File: config.mk
export PLATFORM = sky130hd
export DESIGN_NAME = flash_device_flat
export DESIGN_NICKNAME = d
export VERILOG_FILES = /design/src/design/flash_pkg.sv /design/src/design/flash_if.sv /design/src/design/flash_device.sv /design/src/flat_wrapper.sv
export VERILOG_INCLUDE_DIRS = /design/src /design/src/design
export SDC_FILE = /design/constraint.sdc
export NUM_CORES = 2
export LEC_CHECK = 0
export BUFFER_PORTS_ARGS = -buffer_cell sky130_fd_sc_hd__buf_2
export CAP_MARGIN = 20
export CORE_UTILIZATION = 55
export CTS_CLUSTER_DIAMETER = 120
export DETAILED_ROUTE_END_ITERATION = 10
export PLACE_DENSITY_LB_ADDON = 0.12
export SYNTH_ARGS = -nofsm -noshare
export SYNTH_HDL_FRONTEND = slang
export SYNTH_SLANG_ARGS = --single-unit
File: constraint.sdc
create_clock -name clock_in -period 6.55 [get_ports clock_in]
set_clock_uncertainty 0.15 [all_clocks]
set_input_delay 1.31 -clock clock_in [delete_from_list [all_inputs] [get_ports clock_in]]
set_output_delay 1.31 -clock clock_in [all_outputs]
set_load 0.02 [all_outputs]
File: src/design/flash_consts.svh
/*
  Constants for the flash page programming controller and its CPU-side end.
  Assumes inclusion by bare name from design files.
*/
`ifndef FLASH_CONSTS_SVH
`define FLASH_CONSTS_SVH

// Control register fields
`define CTL_KEY_HI        7
`define CTL_KEY_LO        4
`define CTL_MAP_BIT       3
`define CTL_MODE_HI       2
`define CTL_MODE_LO       1
`define CTL_BUSY_BIT      0
`define CTL_RESET         8'h00
`define KEY_UNLOCK        4'h5
`define KEY_LAUNCH        4'hA

// Space select codes
`define SPACE_CODE        2'h0
`define SPACE_SIG         2'h1
`define SPACE_FUSE        2'h2
`define SPACE_RSV         2'h3

// Eeprom control register fields
`define EE_ERASE_BIT      6
`define EE_ERR_BIT        1
`define EE_RESET          8'h00

// Page layout
`define PAGE_HI           15
`define PAGE_LO           7
`define HALF_BIT          6
`define BYTE_HI           5
`define BUF_LAST          6'h3F
`define PAGE_LAST         7'h7F
`define ERASED_BYTE       8'hFF
`define SIG_WR_TOP_HI     15
`define SIG_WR_TOP_LO     9
`define FUSE_WR_TOP_HI    15
`define FUSE_WR_TOP_LO    7

// Host APB map
`define REG_ADDR          8'h00
`define REG_DATA          8'h04
`define REG_ACTION        8'h08
`define REG_CONFIG        8'h0C
`define REG_STATUS        8'h10
`define ACT_CTRL_WR       3'h1
`define ACT_EEPROM_CONTROL_REG_WR      3'h2
`define ACT_XDATA_WR      3'h3
`define ACT_CODE_RD       3'h4
`define ACT_OTHER_INSTR   3'h5
`define ACT_LAUNCH        3'h6
`define CFG_EXT_EXEC      0
`define CFG_EXT_RAM       1
`define CFG_IRQ_EN        2

`endif

File: src/design/flash_pkg.sv
/*
  Types for the flash page programming controller and its CPU-side end.
  Assumes flash_consts.svh is on the include path.
*/
package flash_pkg;

  typedef enum logic [1:0] {
    ST_IDLE    = 2'b00,
    ST_ERASE   = 2'b01,
    ST_PROG_RD = 2'b10,
    ST_PROG_WR = 2'b11
  } prog_state_t;

  typedef enum logic [1:0] {
    H_IDLE = 2'b00,
    H_EE   = 2'b01,
    H_K5   = 2'b10,
    H_KA   = 2'b11
  } host_state_t;

  typedef struct packed {
    prog_state_t      st;
    logic             map;
    logic [1:0]       mode;
    logic             armed;
    logic             busy;
    logic             ext;
    logic             ae;
    logic             err;
    logic [1:0]       op_mode;
    logic [8:0]       page;
    logic             half;
    logic [6:0]       idx;
    logic [63:0]      loaded;
    logic [63:0][7:0] pbuf;
    logic [2:0]       bo_sync;
    logic             bo_lvl;
    logic [1:0]       arr_space;
    logic [15:0]      arr_addr;
    logic [7:0]       arr_wdata;
    logic             arr_we;
    logic             rd_pend;
    logic [7:0]       code_q;
    logic             code_v;
    logic             ram_wr;
    logic             ram_ext;
    logic [15:0]      ram_addr;
    logic [7:0]       ram_data;
  } dev_regs_t;

  typedef struct packed {
    host_state_t st;
    logic [15:0] addr;
    logic [7:0]  data;
    logic [2:0]  cfg;
    logic        erase_pend;
    logic        ae_now;
    logic [7:0]  code_last;
    logic [31:0] prdata;
    logic        pslverr;
    logic        irq_en;
    logic        ctrl_wr;
    logic        eeprom_control_reg_wr;
    logic        xdata_wr;
    logic        code_rd;
    logic        other_instr;
    logic [7:0]  wdata;
    logic [15:0] waddr;
  } host_regs_t;

endpackage

File: src/design/flash_if.sv
/*
  Link between the CPU-side end and the flash programming controller.
  Assumes both ends share clock_in and resetn_in.
*/
`timescale 1ns/100ps
interface flash_if;
  logic        ctrl_wr;
  logic [7:0]  ctrl_wdata;
  logic        eeprom_control_reg_wr;
  logic [7:0]  eeprom_control_reg_wdata;
  logic        xdata_wr;
  logic [15:0] xdata_addr;
  logic [7:0]  xdata_wdata;
  logic        code_rd;
  logic [15:0] code_addr;
  logic        other_instr;
  logic        ext_exec;
  logic        ext_ram_sel;
  logic [7:0]  ctrl_rdata;
  logic [7:0]  eeprom_control_reg_rdata;
  logic [7:0]  code_rdata;
  logic        code_valid;
  logic        cpu_idle;

  modport dev (
    input  ctrl_wr, ctrl_wdata, eeprom_control_reg_wr, eeprom_control_reg_wdata, xdata_wr, xdata_addr,
    input  xdata_wdata, code_rd, code_addr, other_instr, ext_exec, ext_ram_sel,
    output ctrl_rdata, eeprom_control_reg_rdata, code_rdata, code_valid, cpu_idle
  );

  modport host (
    output ctrl_wr, ctrl_wdata, eeprom_control_reg_wr, eeprom_control_reg_wdata, xdata_wr, xdata_addr,
    output xdata_wdata, code_rd, code_addr, other_instr, ext_exec, ext_ram_sel,
    input  ctrl_rdata, eeprom_control_reg_rdata, code_rdata, code_valid, cpu_idle
  );
endinterface

File: src/design/flash_device.sv
/*
  Flash page programming controller: control and eeprom control registers,
  64-byte half-page buffer, keyed launch, erase and program sequencer.
  Assumes an external flash array with combinational read data for the
  address it is given, and a brown-out level from outside the clock domain.
*/
// The implementer's own choices: the address map and the APB slave port.
// Overview of operation
// - Code space readable only, no direct write
// - Map bit sends data writes to buffer
// - Bits 6..0 pick byte, 15..7 page
// - Map bit overrides external RAM select
// - Space select maps code, signature, fuses
// - Key 5 then A launches programming
// - Key 5 idle; A in mode 0 writes code
// - A writes signature or fuses; reserved ignored
// - Intervening instruction aborts the key pair
// - Interrupts stay disabled while programming, except in its first busy cycle
// - Busy high during programming, cleared after
// - Brown-out during programming sets error flag
// - Buffer is 64 bytes, half a page
// - Loaded location ignores reloads until cleared
// - Buffer cleared after every erase or write
// - No auto-erase: unloaded bytes stay unchanged
// - Auto-erase wipes whole page to FFH first
// - Auto-erase write needs second plain write
// - Internal launch idles CPU; external polls busy
// - Last loaded address gives target page
// - Launch pairs 50/A0, 52/A2, 54/A4
// - Control value 00H maps user code
// - Flash write only clears bits
`timescale 1ns/100ps
`include "flash_consts.svh"
module flash_device (
  input  wire logic        clock_in,
  input  wire logic        resetn_in,
  flash_if.dev             cpu,
  input  wire logic        brownout_in,
  input  wire logic [7:0]  arr_rdata_in,
  output logic      [1:0]  arr_space_out,
  output logic      [15:0] arr_addr_out,
  output logic      [7:0]  arr_wdata_out,
  output logic             arr_we_out,
  output logic             ram_wr_out,
  output logic             ram_ext_out,
  output logic      [15:0] ram_addr_out,
  output logic      [7:0]  ram_data_out
);
  import flash_pkg::*;

  dev_regs_t r_q;
  dev_regs_t r_d;
  logic      wr_ok;
  logic [5:0] bidx;
  logic [3:0] key;
  logic [1:0] wmode;

  // Target address may be written in the current operation space
  function automatic logic writable(input logic [1:0] sp, input logic [15:0] a);
    writable = (sp == `SPACE_CODE)
             | ((sp == `SPACE_SIG)  & (a[`SIG_WR_TOP_HI:`SIG_WR_TOP_LO] == '0))
             | ((sp == `SPACE_FUSE) & (a[`FUSE_WR_TOP_HI:`FUSE_WR_TOP_LO] == '0));
  endfunction

  always_comb begin
    r_d   = r_q;
    bidx  = r_q.idx[`BYTE_HI:0];
    key   = cpu.ctrl_wdata[`CTL_KEY_HI:`CTL_KEY_LO];
    wmode = cpu.ctrl_wdata[`CTL_MODE_HI:`CTL_MODE_LO];
    wr_ok = 1'b0;
    r_d.arr_we = 1'b0;
    r_d.ram_wr = 1'b0;
    r_d.code_v = 1'b0;

    // Brown-out level through three flops, taken when the last two agree
    r_d.bo_sync = {r_q.bo_sync[1:0], brownout_in};
    if (r_q.bo_sync[2] == r_q.bo_sync[1]) begin
      r_d.bo_lvl = r_q.bo_sync[2];
    end

    if (cpu.other_instr) begin
      r_d.armed = 1'b0;
    end

    if (cpu.eeprom_control_reg_wr) begin
      r_d.ae  = cpu.eeprom_control_reg_wdata[`EE_ERASE_BIT];
      r_d.err = r_q.err & cpu.eeprom_control_reg_wdata[`EE_ERR_BIT];
    end

    if (cpu.ctrl_wr) begin
      r_d.map   = cpu.ctrl_wdata[`CTL_MAP_BIT];
      r_d.mode  = wmode;
      r_d.armed = 1'b0;
      if (key == `KEY_UNLOCK) begin
        r_d.armed = 1'b1;
      end else if ((key == `KEY_LAUNCH) && r_q.armed && !r_q.busy &&
                   (wmode != `SPACE_RSV)) begin
        r_d.busy    = 1'b1;
        r_d.op_mode = wmode;
        r_d.ext     = cpu.ext_exec;
        r_d.idx     = '0;
        r_d.st      = r_q.ae ? ST_ERASE : ST_PROG_RD;
      end
    end

    // Data writes: buffer while mapped, else ordinary data memory
    if (cpu.xdata_wr) begin
      if (r_q.map) begin
        if (!r_q.busy) begin
          if (!r_q.loaded[cpu.xdata_addr[`BYTE_HI:0]]) begin
            r_d.pbuf[cpu.xdata_addr[`BYTE_HI:0]]   = cpu.xdata_wdata;
            r_d.loaded[cpu.xdata_addr[`BYTE_HI:0]] = 1'b1;
          end
          r_d.page = cpu.xdata_addr[`PAGE_HI:`PAGE_LO];
          r_d.half = cpu.xdata_addr[`HALF_BIT];
        end
      end else begin
        r_d.ram_wr   = 1'b1;
        r_d.ram_ext  = cpu.ext_ram_sel;
        r_d.ram_addr = cpu.xdata_addr;
        r_d.ram_data = cpu.xdata_wdata;
      end
    end

    // Code reads go to the mapped space, never while programming
    if (r_q.rd_pend) begin
      r_d.rd_pend = 1'b0;
      r_d.code_v  = 1'b1;
      r_d.code_q  = (r_q.arr_space == `SPACE_RSV) ? `ERASED_BYTE : arr_rdata_in;
    end
    if (cpu.code_rd && !r_q.busy) begin
      r_d.arr_space = r_q.mode;
      r_d.arr_addr  = cpu.code_addr;
      r_d.rd_pend   = 1'b1;
    end

    unique case (r_q.st)
      ST_IDLE: begin
      end
      ST_ERASE: begin
        r_d.arr_space = r_q.op_mode;
        r_d.arr_addr  = {r_q.page, r_q.idx};
        r_d.arr_wdata = `ERASED_BYTE;
        r_d.arr_we    = writable(r_q.op_mode, {r_q.page, r_q.idx});
        r_d.idx       = r_q.idx + 7'h01;
        if (r_q.idx == `PAGE_LAST) begin
          r_d.idx = '0;
          r_d.st  = ST_PROG_RD;
        end
      end
      ST_PROG_RD: begin
        r_d.arr_space = r_q.op_mode;
        r_d.arr_addr  = {r_q.page, r_q.half, bidx};
        if (r_q.loaded[bidx]) begin
          r_d.st = ST_PROG_WR;
        end else if (bidx == `BUF_LAST) begin
          r_d.st     = ST_IDLE;
          r_d.busy   = 1'b0;
          r_d.loaded = '0;
        end else begin
          r_d.idx = r_q.idx + 7'h01;
        end
      end
      ST_PROG_WR: begin
        wr_ok         = writable(r_q.op_mode, r_q.arr_addr);
        r_d.arr_wdata = arr_rdata_in & r_q.pbuf[bidx];
        r_d.arr_we    = wr_ok;
        r_d.idx       = r_q.idx + 7'h01;
        r_d.st        = ST_PROG_RD;
        if (bidx == `BUF_LAST) begin
          r_d.st     = ST_IDLE;
          r_d.busy   = 1'b0;
          r_d.loaded = '0;
        end
      end
    endcase

    // Brown-out ends the operation and flags it; the set wins over a clear
    if (r_q.bo_lvl && r_q.busy) begin
      r_d.st     = ST_IDLE;
      r_d.busy   = 1'b0;
      r_d.arr_we = 1'b0;
      r_d.loaded = '0;
      r_d.err    = 1'b1;
    end
  end

  always_ff @(posedge clock_in) begin
    if (!resetn_in) begin
      r_q         <= '0;
      r_q.st      <= ST_IDLE;
      r_q.bo_sync <= 3'b000;
    end else begin
      r_q <= r_d;
    end
  end

  assign cpu.ctrl_rdata  = {4'h0, r_q.map, r_q.mode, r_q.busy};
  assign cpu.eeprom_control_reg_rdata = {1'b0, r_q.ae, 4'h0, r_q.err, 1'b0};
  assign cpu.code_rdata  = r_q.code_q;
  assign cpu.code_valid  = r_q.code_v;
  assign cpu.cpu_idle    = r_q.busy & ~r_q.ext;
  assign arr_space_out   = r_q.arr_space;
  assign arr_addr_out    = r_q.arr_addr;
  assign arr_wdata_out   = r_q.arr_wdata;
  assign arr_we_out      = r_q.arr_we;
  assign ram_wr_out      = r_q.ram_wr;
  assign ram_ext_out     = r_q.ram_ext;
  assign ram_addr_out    = r_q.ram_addr;
  assign ram_data_out    = r_q.ram_data;
endmodule

File: src/flat_wrapper.sv
// flat-port wrapper written by rule: the top's interface ports become plain ports
module flash_device_flat import flash_pkg::*;
  (clock_in, resetn_in, brownout_in, arr_rdata_in, arr_space_out, arr_addr_out, arr_wdata_out, arr_we_out, ram_wr_out, ram_ext_out, ram_addr_out, ram_data_out, cpu_ctrl_wr, cpu_ctrl_wdata, cpu_eeprom_control_reg_wr, cpu_eeprom_control_reg_wdata, cpu_xdata_wr, cpu_xdata_addr, cpu_xdata_wdata, cpu_code_rd, cpu_code_addr, cpu_other_instr, cpu_ext_exec, cpu_ext_ram_sel, cpu_ctrl_rdata, cpu_eeprom_control_reg_rdata, cpu_code_rdata, cpu_code_valid, cpu_cpu_idle);
  flash_if cpu_i ();
  input  wire logic clock_in;
  input  wire logic resetn_in;
  input  wire logic brownout_in;
  input  wire logic [7:0] arr_rdata_in;
  output logic      [1:0] arr_space_out;
  output logic      [15:0] arr_addr_out;
  output logic      [7:0] arr_wdata_out;
  output logic arr_we_out;
  output logic ram_wr_out;
  output logic ram_ext_out;
  output logic      [15:0] ram_addr_out;
  output logic      [7:0] ram_data_out;
  input wire logic [$bits(cpu_i.ctrl_wr)-1:0] cpu_ctrl_wr;
  input wire logic [$bits(cpu_i.ctrl_wdata)-1:0] cpu_ctrl_wdata;
  input wire logic [$bits(cpu_i.eeprom_control_reg_wr)-1:0] cpu_eeprom_control_reg_wr;
  input wire logic [$bits(cpu_i.eeprom_control_reg_wdata)-1:0] cpu_eeprom_control_reg_wdata;
  input wire logic [$bits(cpu_i.xdata_wr)-1:0] cpu_xdata_wr;
  input wire logic [$bits(cpu_i.xdata_addr)-1:0] cpu_xdata_addr;
  input wire logic [$bits(cpu_i.xdata_wdata)-1:0] cpu_xdata_wdata;
  input wire logic [$bits(cpu_i.code_rd)-1:0] cpu_code_rd;
  input wire logic [$bits(cpu_i.code_addr)-1:0] cpu_code_addr;
  input wire logic [$bits(cpu_i.other_instr)-1:0] cpu_other_instr;
  input wire logic [$bits(cpu_i.ext_exec)-1:0] cpu_ext_exec;
  input wire logic [$bits(cpu_i.ext_ram_sel)-1:0] cpu_ext_ram_sel;
  output wire logic [$bits(cpu_i.ctrl_rdata)-1:0] cpu_ctrl_rdata;
  output wire logic [$bits(cpu_i.eeprom_control_reg_rdata)-1:0] cpu_eeprom_control_reg_rdata;
  output wire logic [$bits(cpu_i.code_rdata)-1:0] cpu_code_rdata;
  output wire logic [$bits(cpu_i.code_valid)-1:0] cpu_code_valid;
  output wire logic [$bits(cpu_i.cpu_idle)-1:0] cpu_cpu_idle;
  assign cpu_i.ctrl_wr = cpu_ctrl_wr;
  assign cpu_i.ctrl_wdata = cpu_ctrl_wdata;
  assign cpu_i.eeprom_control_reg_wr = cpu_eeprom_control_reg_wr;
  assign cpu_i.eeprom_control_reg_wdata = cpu_eeprom_control_reg_wdata;
  assign cpu_i.xdata_wr = cpu_xdata_wr;
  assign cpu_i.xdata_addr = cpu_xdata_addr;
  assign cpu_i.xdata_wdata = cpu_xdata_wdata;
  assign cpu_i.code_rd = cpu_code_rd;
  assign cpu_i.code_addr = cpu_code_addr;
  assign cpu_i.other_instr = cpu_other_instr;
  assign cpu_i.ext_exec = cpu_ext_exec;
  assign cpu_i.ext_ram_sel = cpu_ext_ram_sel;
  assign cpu_ctrl_rdata = cpu_i.ctrl_rdata;
  assign cpu_eeprom_control_reg_rdata = cpu_i.eeprom_control_reg_rdata;
  assign cpu_code_rdata = cpu_i.code_rdata;
  assign cpu_code_valid = cpu_i.code_valid;
  assign cpu_cpu_idle = cpu_i.cpu_idle;
  flash_device u_core (.clock_in(clock_in), .resetn_in(resetn_in), .cpu(cpu_i), .brownout_in(brownout_in), .arr_rdata_in(arr_rdata_in), .arr_space_out(arr_space_out), .arr_addr_out(arr_addr_out), .arr_wdata_out(arr_wdata_out), .arr_we_out(arr_we_out), .ram_wr_out(ram_wr_out), .ram_ext_out(ram_ext_out), .ram_addr_out(ram_addr_out), .ram_data_out(ram_data_out));
endmodule
==> impl_metrics.yaml <==
critical_path:
  arrival_ns: 4.74
  cp-start-kind: "primary input"
  worstSetupPathType: "in -> reg"
  crit_path_end_kind: "flop"
  worstPathMaxFanout: 36
  data_required_time_at_the_worst_endpoint_ns: 6.93
synth:
  synth-seq-cells: 672
  ys_dominant_reg_cell: "sky130_fd_sc_hd__dfxtp_1"
  ys_seq_area_share_pct: 42.5
  most_common_cell_in_the_netlist: "sky130_fd_sc_hd__dfxtp_1"
  syn-mean-instance-area_sq_um: 10.1
  synthesis.yosys.warnings: 0
  syn_area_sq_um: 31600
  synth_largest_type_area_fraction_pct: 42.5
  synth-async-reset-ratio_pct: 0
  synth_area_leaders: "sky130_fd_sc_hd__dfxtp_1 (43%), sky130_fd_sc_hd__mux4_2 (13%), sky130_fd_sc_hd__mux2i_1 (9.9%), sky130_fd_sc_hd__nor2b_1 (6.3%), sky130_fd_sc_hd__a21boi_1 (6.2%)"
  synth.cells.most_frequent: "sky130_fd_sc_hd__dfxtp_1 (672), sky130_fd_sc_hd__nand2_1 (363), sky130_fd_sc_hd__nor2b_1 (317)"
  synth_enable_flop_cells: 0
  netlist_instances: 3121
  synth_cell_type_count: 64
  synth_largest_area_cell: "sky130_fd_sc_hd__dfxtp_1"
route:
  post-route-drc-count: 0
  met3WireLength_um: 5480
  first_pass_iters: 5
  highest-signal-layer: "met5"
  wl_met1_um: 36100
  drt-vias-per-instance: 6.01
  drt-initial-drc-count: 1998
  met2WireLength_um: 40000
  vias: 22900
  wl_per_cell_um: 22.1
  postRouteWirelength_um: 84300
  route.antenna.remaining_nets: 0
clock_network:
  cts_max_path_buffers: 3
  postCtsHoldBufs: 0
  tritoncts: "done"
  cts_num_sinks: 672
  clock_latency_ns: 0.61
  cts_inserted_buffers: 72
  cts_root_buf: "sky130_fd_sc_hd__clkbuf_16"
  maximum_level_of_the_cts_h_tree: 3
  ctsResizeCount: 0
  clk_transition_reported_paths_ns: 0.06
  post_cts_setup_repair_bufs: 0
grt:
  antenna_found_initial: 5
  grt_start_max_net_pins: 236
  globalRoute.totalOverflow: 0
  grtUsageTotal_pct: 28.6
  grt_pass1_wl_um: 132000
  via_count_of_the_first_global_routing_pass: 22800
floorplanning:
  placeableCoreArea_sq_um: 56600
  effective_utilization_at_floorplan_pct: 55.9
  fp.dieH_um: 242
  width_of_the_chip_um: 242
  top_level_ports: 153
  rows: 87
  dieArea_sq_um: 58500
layout:
  multi_input_area_sq_um: 16300
  footprint_of_the_flip_flops_and_latches_sq_um: 13500
  fin_nets: 3091
  fill_cells: 4761
  layout_cell_share_with_drive_strength_beyond_1_pct: 16.5
  layout-area-overhead-vs-synth_pct: 8.19
power:
  worst_ir_drop_vdd_v: 0.000187
  leakage_nw: 13.2
  power_density_nw_per_um2: 251
timing:
  setup_viol: 0
  post_layout_minimum_cycle_time_ns: 4.36
  finalHoldWorstSlack_ns: 0.298
  fmax_ghz: 0.230
  finalMaxSlewViolations: 0
  setup_tns_ns: 0
  worstMarginPinSlew_ns: 1.04
  min_period_over_period_pct: 66.5
  setup_repair_after_global_routing_missed_its_margin: "false"
  report.final.hold_viol_count: 0
  slew_headroom_pct: 30.6
placement:
  dpl.hpwl_um: 51200
  io_buffers: 135
  gp_congestion: 0.860
min_path:
  kind_of_path_behind_the_tightest_hold_check: "reg -> reg"
outcome:
  status: "finished clean"
flow_run:
  max_cap_violations: 0
==> where the power goes <==
part,switching (mW),total [mW],internal (mW)
clock network,1.64,4.04,2.40
registers,0.0182,4.13,4.12
logic,0.272,0.408,0.136
total,1.93,8.58,6.65
==> worst paths after layout <==
| kind | cells after the start | endpoint | slack, ns | start |
|---|---|---|---|---|
| setup reg to reg | 8 | u_core.r_q[622] | 2.39 | u_core.bidx[0] |
| hold reg to reg | 1 | u_core.r_d[66] | 0.30 | u_core.r_d[65] |
| hold / removal | 1 | u_core.r_d[66] | 0.30 | u_core.r_d[65] |
| setup / recovery | 9 | flop | 2.19 | cpu_xdata_addr[0] |
==> worst max-delay path, stage by stage <==
cell and delay (ns):
sky130_fd_sc_hd__buf_2 0.53, sky130_fd_sc_hd__mux4_2 0.59, sky130_fd_sc_hd__mux2i_1 0.20, sky130_fd_sc_hd__o211a_2 0.34
sky130_fd_sc_hd__o2111ai_4 0.39, sky130_fd_sc_hd__buf_4 0.41, sky130_fd_sc_hd__nor2_1 0.66, sky130_fd_sc_hd__nand2_1 0.14
sky130_fd_sc_hd__a21boi_1 0.16
==> placed cells by master (no fill, tap or decap), drive strengths merged, types with 3 or more instances in the layout <==
master	instances
a21boi	300
a21oi	52
a221oi	6
a22oi	3
a31oi	6
and2	10
and3	8
buf	171
bufinv	4
clkbuf	103
clkinv	12
clkinvlp	3
conb	10
dfxtp	672
ha	5
inv	39
mux2	4
mux2i	312
mux4	187
nand2	363
nand2b	8
nand3	24
nand3b	5
nand4	3
nor2	61
nor2b	317
nor3	6
nor4	4
o2111ai	3
o211a	19
o211ai	5
o21a	36
o21ai	253
o22ai	3
o31a	4
o31ai	3
or2	14
==> through the flow <==
step | cell area, sq um | total power [mW] | util [%] | setup slack (ns) | std cells
after floorplan | 31700 | 4.53 | - | 3.12 | 3130
after global placement | 31900 | 4.62 | 56.3 | 1.69 | 3694
after detailed placement | 31900 | 4.63 | 56.3 | 1.66 | 3694
after CTS | 34200 | 8.63 | 60.4 | 2.29 | 3816
after global routing | 34200 | 8.85 | 60.4 | 2.03 | 3816
final | 34200 | 8.58 | 60.4 | 2.19 | 3817
==> logic make-up (layout without fill, tap and decap cells) <==
kind of cell	Yosys count	count (layout)	share of synthesized area, %
buffers and inverters	402	332	6.03
AND/OR/NAND/NOR	830	830	13.2
flip-flops	672	672	42.5
other	1	11	0.0119
adder cells (fa/ha/maj)	5	5	0.198
XOR/XNOR	3	3	0.0831
AO/OA/AOI/OAI	705	705	14.6
multiplexers	503	503	23.3
==> final cells by class <==
class	count	area share, %
inverter	39	0.428
sequential	672	39.3
multi-input combinational	2056	47.8
clock inverter	19	0.592
timing repair buffer	171	2.90
clock buffer	103	6.19
antenna	1	0.00731
tap	756	2.76
==> metal layers <==
metal  track usage [%]  vias to the layer above
met5                 0                        -
met1              37.4                    11400
met4              11.0                        6
met2              46.9                      722
met3              5.35                      156
li1                  -                    10600
Note: power is estimated with default switching activity, not from simulation.
